<file path="src/itmr_regs.svh">
// Constants for the interval timer: widths, encodings, timebase figures
`ifndef ITMR_REGS_SVH
`define ITMR_REGS_SVH
`define ITMR_CNT_W 16
`define ITMR_ALL_ONES 16'hFFFF
`define ITMR_ZERO 16'h0000
`define ITMR_MODE_SINGLE 1'b0
`define ITMR_MODE_RECYCLE 1'b1
`define ITMR_CLK_MHZ 50
`define ITMR_PERIOD_US 1
`define ITMR_DIV_W 16
`endif

</file>
<file path="src/itmr_pkg.sv">
// Types shared by the interval timer files
package itmr_pkg;
    // Host command strobes and data
    typedef struct packed {
        logic cmd_stb;
        logic cmd_recycle;
        logic data_stb;
        logic [15:0] data;
        logic ack;
    } itmr_host_t;
    typedef enum logic [2:0] {
        ITMR_IDLE = 3'b001,
        ITMR_RUN = 3'b010,
        ITMR_DONE = 3'b100
    } itmr_state_t;
endpackage

</file>
<file path="src/itmr_tick.sv">
// Timebase tick generator: internal divider or external clock edge
`timescale 1ns/10ps
`default_nettype none
`include "itmr_regs.svh"
module itmr_tick #(
    parameter int unsigned PERIOD_US = `ITMR_PERIOD_US,
    parameter bit USE_EXT = 1'b0
) (
    // Clock, reset, enable
    input wire logic mclk_i,
    input wire logic rst_i,
    input wire logic ce_i,
    // Restart and external clock
    input wire logic restart_i,
    input wire logic ext_clk_i,
    // Tick out
    output logic tick_o
);
    localparam int unsigned DIV_CYC = PERIOD_US * `ITMR_CLK_MHZ;
    localparam logic [`ITMR_DIV_W-1:0] DIV_LAST = `ITMR_DIV_W'(DIV_CYC - 1);
    logic [`ITMR_DIV_W-1:0] div_reg;
    logic ext_d_reg;
    // Divider restarts with each load so the first period is whole
    always_ff @(posedge mclk_i or posedge rst_i) begin
        if (rst_i) begin
            div_reg <= `ITMR_DIV_W'h0;
        end else if (ce_i) begin
            if (restart_i || div_reg == DIV_LAST) begin
                div_reg <= `ITMR_DIV_W'h0;
            end else begin
                div_reg <= div_reg + `ITMR_DIV_W'h1;
            end
        end
    end
    // External clock is synchronous; rising edge gives one tick
    always_ff @(posedge mclk_i or posedge rst_i) begin
        if (rst_i) begin
            ext_d_reg <= 1'b0;
        end else if (ce_i) begin
            ext_d_reg <= ext_clk_i;
        end
    end
    assign tick_o = ce_i && !restart_i && (USE_EXT ? (ext_clk_i && !ext_d_reg)
                                                  : (div_reg == DIV_LAST));
endmodule
`default_nettype wire

</file>
<file path="src/itmr_top.sv">
// Interval timer: 16-bit up counter loaded with complement of interval
`timescale 1ns/10ps
`default_nettype none
`include "itmr_regs.svh"
// Overview of operation
// Sixteen-bit counter; host sets interval and reads current value.
// Counter advances on one fixed timebase: internal period or external clock.
// Output command selects recycle or single mode; timer latches the choice.
// Data write stores holding value and loads its complement, counting starts.
// Counter at all ones signals end of interval to control.
// Single mode: raise interrupt at end, then stop until reloaded.
// Recycle mode: raise interrupt, reload from holding register, keep timing.
// Data write during an interval restarts count without an interrupt.
// Data read returns current count anytime without disturbing counting.
// One increment per timebase period; request held until ack, command or write.
module itmr_top
    import itmr_pkg::*;
#(
    parameter int unsigned PERIOD_US = `ITMR_PERIOD_US,
    parameter bit USE_EXT = 1'b0
) (
    // Clock, reset, enable
    input wire logic mclk_i,
    input wire logic rst_i,
    input wire logic ce_i,
    // Host I/O bus
    input wire logic cmd_stb_i,
    input wire logic cmd_recycle_i,
    input wire logic data_stb_i,
    input wire logic [`ITMR_CNT_W-1:0] data_i,
    input wire logic ack_i,
    // External timebase
    input wire logic ext_clk_i,
    // Outputs to host
    output logic [`ITMR_CNT_W-1:0] count_o,
    output logic running_o,
    output logic mode_recycle_o,
    output logic irq_o
);
    // Host bus strobes as one bundle
    itmr_host_t host;

    // Control state and data registers
    itmr_state_t state_reg;
    logic [`ITMR_CNT_W-1:0] hold_reg;
    logic [`ITMR_CNT_W-1:0] cnt_reg;
    logic mode_reg;
    logic irq_reg;

    // Qualified events; each one except restart already carries the clock enable
    logic tick;
    logic restart;
    logic end_int;
    logic load_evt;
    logic cmd_evt;
    logic step_evt;
    logic irq_set;
    logic irq_clr;

    // Fixed figures under local names, so the logic reads as intent
    localparam logic [`ITMR_CNT_W-1:0] CNT_ONE = `ITMR_CNT_W'h1;
    localparam logic [`ITMR_CNT_W-1:0] CNT_CLEAR = `ITMR_ZERO;
    localparam logic MODE_AT_RESET = `ITMR_MODE_SINGLE;

    // True while an interval is being timed
    function automatic logic is_running(input itmr_state_t s);
        return (s == ITMR_RUN);
    endfunction

    // Counter start value for an interval is its complement
    function automatic logic [`ITMR_CNT_W-1:0] start_value(input logic [`ITMR_CNT_W-1:0] v);
        return ~v;
    endfunction

    // One step of the counter; wraps only through a reload
    function automatic logic [`ITMR_CNT_W-1:0] next_count(input logic [`ITMR_CNT_W-1:0] c);
        return c + CNT_ONE;
    endfunction

    // Counter sits at the last value of an interval
    function automatic logic at_last(input logic [`ITMR_CNT_W-1:0] c);
        return (c == `ITMR_ALL_ONES);
    endfunction

    // Latched mode says the next interval starts by itself
    function automatic logic is_recycle(input logic m);
        return (m == `ITMR_MODE_RECYCLE);
    endfunction

    // Any host action that retires a standing request
    function automatic logic clears_irq(input itmr_host_t h);
        return h.ack || h.cmd_stb || h.data_stb;
    endfunction

    // Group the host strobes
    assign host = '{
        cmd_stb: cmd_stb_i,
        cmd_recycle: cmd_recycle_i,
        data_stb: data_stb_i,
        data: data_i,
        ack: ack_i
    };

    // Host events count only while the clock enable is high
    assign load_evt = ce_i && host.data_stb;
    assign cmd_evt = ce_i && host.cmd_stb;
    assign step_evt = is_running(state_reg) && tick;

    // A write restarts the divider so the first period is whole
    assign restart = host.data_stb;

    // Timebase
    itmr_tick #(
        .PERIOD_US(PERIOD_US),
        .USE_EXT(USE_EXT)
    ) u_tick (
        .mclk_i(mclk_i),
        .rst_i(rst_i),
        .ce_i(ce_i),
        .restart_i(restart),
        .ext_clk_i(ext_clk_i),
        .tick_o(tick)
    );

    // End of interval: counter at all ones while running, on a tick
    // Ticks are a whole period apart, so an end fires once per interval
    assign end_int = step_evt && at_last(cnt_reg);

    // A write on the end cycle wins, so no request follows a restart
    assign irq_set = end_int && !host.data_stb;
    // Set beats clear when both fall in one cycle
    assign irq_clr = ce_i && clears_irq(host);

    // Mode latch, kept across intervals
    always_ff @(posedge mclk_i or posedge rst_i) begin
        if (rst_i) begin
            mode_reg <= MODE_AT_RESET;
        end else if (cmd_evt) begin
            mode_reg <= host.cmd_recycle;
        end
    end

    // Holding register takes each written interval
    always_ff @(posedge mclk_i or posedge rst_i) begin
        if (rst_i) begin
            hold_reg <= CNT_CLEAR;
        end else if (load_evt) begin
            hold_reg <= host.data;
        end
    end

    // Control sequence; a write always wins, so a pending end is dropped
    always_ff @(posedge mclk_i or posedge rst_i) begin
        if (rst_i) begin
            state_reg <= ITMR_IDLE;
        end else if (ce_i) begin
            case (state_reg)
                ITMR_IDLE: begin
                    // Nothing to time until the first interval is written
                    if (host.data_stb) begin
                        state_reg <= ITMR_RUN;
                    end
                end
                ITMR_RUN: begin
                    if (host.data_stb) begin
                        state_reg <= ITMR_RUN;
                    end else if (end_int && !is_recycle(mode_reg)) begin
                        state_reg <= ITMR_DONE;
                    end
                end
                ITMR_DONE: begin
                    // Single mode rests here; a command alone does not restart
                    if (host.data_stb) begin
                        state_reg <= ITMR_RUN;
                    end
                end
                default: begin
                    state_reg <= ITMR_IDLE;
                end
            endcase
        end
    end

    // Counter: load complement, step once per tick, reload in recycle
    always_ff @(posedge mclk_i or posedge rst_i) begin
        if (rst_i) begin
            cnt_reg <= CNT_CLEAR;
        end else if (load_evt) begin
            cnt_reg <= start_value(host.data);
        end else if (end_int) begin
            if (is_recycle(mode_reg)) begin
                cnt_reg <= start_value(hold_reg);
            end else begin
                cnt_reg <= cnt_reg;
            end
        end else if (step_evt) begin
            cnt_reg <= next_count(cnt_reg);
        end
    end

    // Interrupt request: held until ack, a command or a write
    always_ff @(posedge mclk_i or posedge rst_i) begin
        if (rst_i) begin
            irq_reg <= 1'b0;
        end else if (irq_set) begin
            irq_reg <= 1'b1;
        end else if (irq_clr) begin
            irq_reg <= 1'b0;
        end
    end

    // Read path is a plain view of the counter, never a side effect
    assign count_o = cnt_reg;
    // Status levels straight from registers
    assign running_o = is_running(state_reg);
    assign mode_recycle_o = mode_reg;
    assign irq_o = irq_reg;
endmodule
`default_nettype wire

</file>
<file path="config.mk">
export PLATFORM = sky130hd
export DESIGN_NAME = itmr_top
export DESIGN_NICKNAME = d
export VERILOG_FILES = /design/src/itmr_pkg.sv /design/src/itmr_tick.sv /design/src/itmr_top.sv
export VERILOG_INCLUDE_DIRS = /design/src /design/src/src
export SDC_FILE = /design/constraint.sdc
export NUM_CORES = 1
export LEC_CHECK = 0
export BUFFER_PORTS_ARGS = -buffer_cell sky130_fd_sc_hd__buf_2
export CORE_ASPECT_RATIO = 0.5
export CORE_MARGIN = 4
export CORE_UTILIZATION = 45
export DETAILED_ROUTE_END_ITERATION = 12
export PLACE_DENSITY_LB_ADDON = 0.1
export SYNTH_ARGS = -nofsm -noshare
export SYNTH_HDL_FRONTEND = slang
export SYNTH_SLANG_ARGS = --single-unit
</file>
<file path="constraint.sdc">
create_clock -name mclk_i -period 1.8 [get_ports mclk_i]
set_input_delay 0.09 -clock mclk_i [delete_from_list [all_inputs] [get_ports mclk_i]]
set_output_delay 0.09 -clock mclk_i [all_outputs]
set_load 0.05 [all_outputs]
</file>
==> metrics <==
Clock power frac=0.307; Critical Path AT=between 2000 and 2500 ps; DRC viols=0; Final Max Slew Viols=0; final RePlAce weighted congestion=about 0.84; WHS Path Cells=3; final wirelength=8.266 mm; total grt overflow=0; final worst path period share=1.068; final setup fails=9; H-tree depth=2; area of the mapped netlist=approximately 0.0030 mm2; Pre-antenna DRT Iters=4; logic gate share of total power=0.258; leak pwr=about 1.9 nW; Least-Margin Pin Slew=449.5 ps; Pint=roughly 2.2 mW; Seq/Total Area, Yosys=0.4460; deepest clock path buffer count=2; clock slew at reported path FFs=70 ps; Area contributors post-synth=dfrtp_1 44%, nand2_1 6.9%, xnor2_1 3.2%; antenna cells=0; total CTS buffers=5; Fin Setup TNS=-338.4 ps; worst skew pair latency=approximately 300 ps; Final WS setup=-122.0 ps; violated checks=setup timing; worst hold path class=primary input to flip-flop; Yosys top cell area share=0.4372; Synth-to-Final Area Change=35.86%; Reg power frac=0.435; DP HPWL=5.896 mm; worst vdd ir=about 0.36 mV; Mapped Nets=between 300 and 400; startpoint types=flip-flop; Worst Path Max Fanout=2; number of nets in the layout=approximately 450; PwrDens=around 790 mW/mm2; Layout fillers=518; Slew HR=0.6999; first-pass GRT wire length=roughly 14 mm; async set-reset flop share out of synthesis=1.000; fmax=between 500 and 600 MHz; Root Driver=clkbuf_16; vias after detailed routing=2807; Power Total=between 3 and 4 mW; post-route ant nets=0; Yosys cell types=49; top_reg_cell synth=dfrtp_1; crit end category=flip-flop; Worst Path Required=2010 ps; switching part of the total=0.3181; Final min period=between 1500 and 2000 ps; Die Y=65.51 um; FF+latch area=0.001343 mm2; Final Hold Viols=0; num rows=20; CTS tree=yes; Clock Sinks=53; CP Class=flip-flop to flip-flop; R2R setup slack=-120 ps; syn avg cell area=9.075 um2; initial antenna violation count=0; Die Footprint=a little over 0.008 mm2; area leader, netlist=dfrtp_1; YS warnings=0; initial core utilization=0.4777; drt wl/cell=around 16 um; cell count after synthesis=328; core area=~0.0062 mm2; share of layout cells above drive strength 1=0.3546; status=complete, but fails checks; area occupied by multi-input gates=between 0.0015 and 0.002 mm2; Synth Register Bits=53; unrepaired setup endpoints after global routing=true; most frequent cells in the layout=55 x nand2_1, 55 x buf_4, 41 x buf_2, 40 x dfrtp_1, 20 x nor2_1; via/cell ratio=between 5 and 6; drt first-iter violations=about 130; Max Cap Viol=0; clock skew=approximately 9.7 ps; Worst Reg-to-Reg Cells=5; Net Switching=between 1 and 1.5 mW; Port Buffer Count=roughly 40; EDFF count, synth=0; IO Pins=43; die width=around 120 um; number of global-route vias before repair=2840; Total GRT Usage=0.2174; largest net degree at the start of global routing=35
-- path summary, 6_finish.rpt --
kind,end,from
worst max-delay path,count_o[0],u_tick.div_reg[15]
worst min-delay path,hold_reg[12],data_i[12]
worst max register to register,count_o[0],u_tick.div_reg[15]
worst min register to register,hold_reg[4],hold_reg[4]
max in group asynchronous,count_o[10],rst_i
min in group asynchronous,u_tick.div_reg[0],rst_i
-- per-stage QoR --
step	setup slack [ps]	instances	area, um2	utilization	hold WS (ps)
4_1_cts	-120.2	507	3950	0.6339	0.7001
3_3_place_gp	-36.12	496	3726	0.5980	122.1
6_report	-122.0	511	4044	0.6490	0.5904
5_1_grt	-185.5	511	4044	0.6490	7.297
2_1_floorplan	-125.7	328	3087	-	169.5
3_5_place_dp	-114.2	496	3726	0.5980	121.1
-- layout make-up --
type,count,area share
multi-input cells,250,0.4183
flip-flops and latches,53,0.3320
repair buffers,104,0.1788
clock buffers,8,0.03620
well taps,88,0.02723
inverters,8,0.007426
-- Yosys cell counts, types with 3 or more instances --
library cell	n
and2_1	3
and3_1	9
inv_1	8
and4_1	6
nand2_1	55
ha_1	3
a21oi_1	11
o21ai_0	9
buf_2	7
nor2_1	23
nand4_1	14
xor2_1	9
o21ai_1	3
nor4_1	5
o211a_1	4
o31ai_1	9
clkbuf_1	9
xnor2_1	11
nor3_1	14
dfrtp_1	52
nand3_1	18
o31a_1	3
a21o_1	6
-- cells by family after synthesis --
logic type / synth area share
buffers and inverters: 0.03573
AND/OR/NAND/NOR: 0.2888
multiplexers: 0.01093
flip-flops: 0.4460
adder cells (fa/ha/maj): 0.01261
XOR/XNOR: 0.05885
AO/OA/AOI/OAI: 0.1471
-- worst max-delay path, cell delays in order (launching register included) --
cell     delay [ps]
dfrtp_1         390
or4_4           550
nor4_4          170
nand4_2         160
or3b_1          390
a32oi_1         180
-- timing repair --
action                     in CTS  in global routing
hold endpoints to repair       19                  0
resized for setup              13                 14
pin swaps                       6                  3
setup endpoints to repair      26                 31
gates cloned                    0                  1
hold buffers                    2                  0
buffers inserted                1                  3
-- layer usage --
layer	vias to the layer above	part of all wire	wire length, um	GRT usage
li1	1380	-	-	-
met1	1375	0.46	3824	0.2835
met2	48	0.49	4069	0.3800
met3	4	0.039	326	0.04385
met4	0	0.0054	45	0.04138
met5	-	0	0	0
-- power by group through the flow --
stage	logic, mW	registers, mW	clock network [mW]
after floorplan	0.298	1.61	0
after global placement	0.775	1.40	0
after detailed placement	0.790	1.40	0
after CTS	0.806	1.38	0.998
after global routing	0.887	1.39	1.06
final	0.819	1.38	0.977
(Power assumes the default switching activity.)
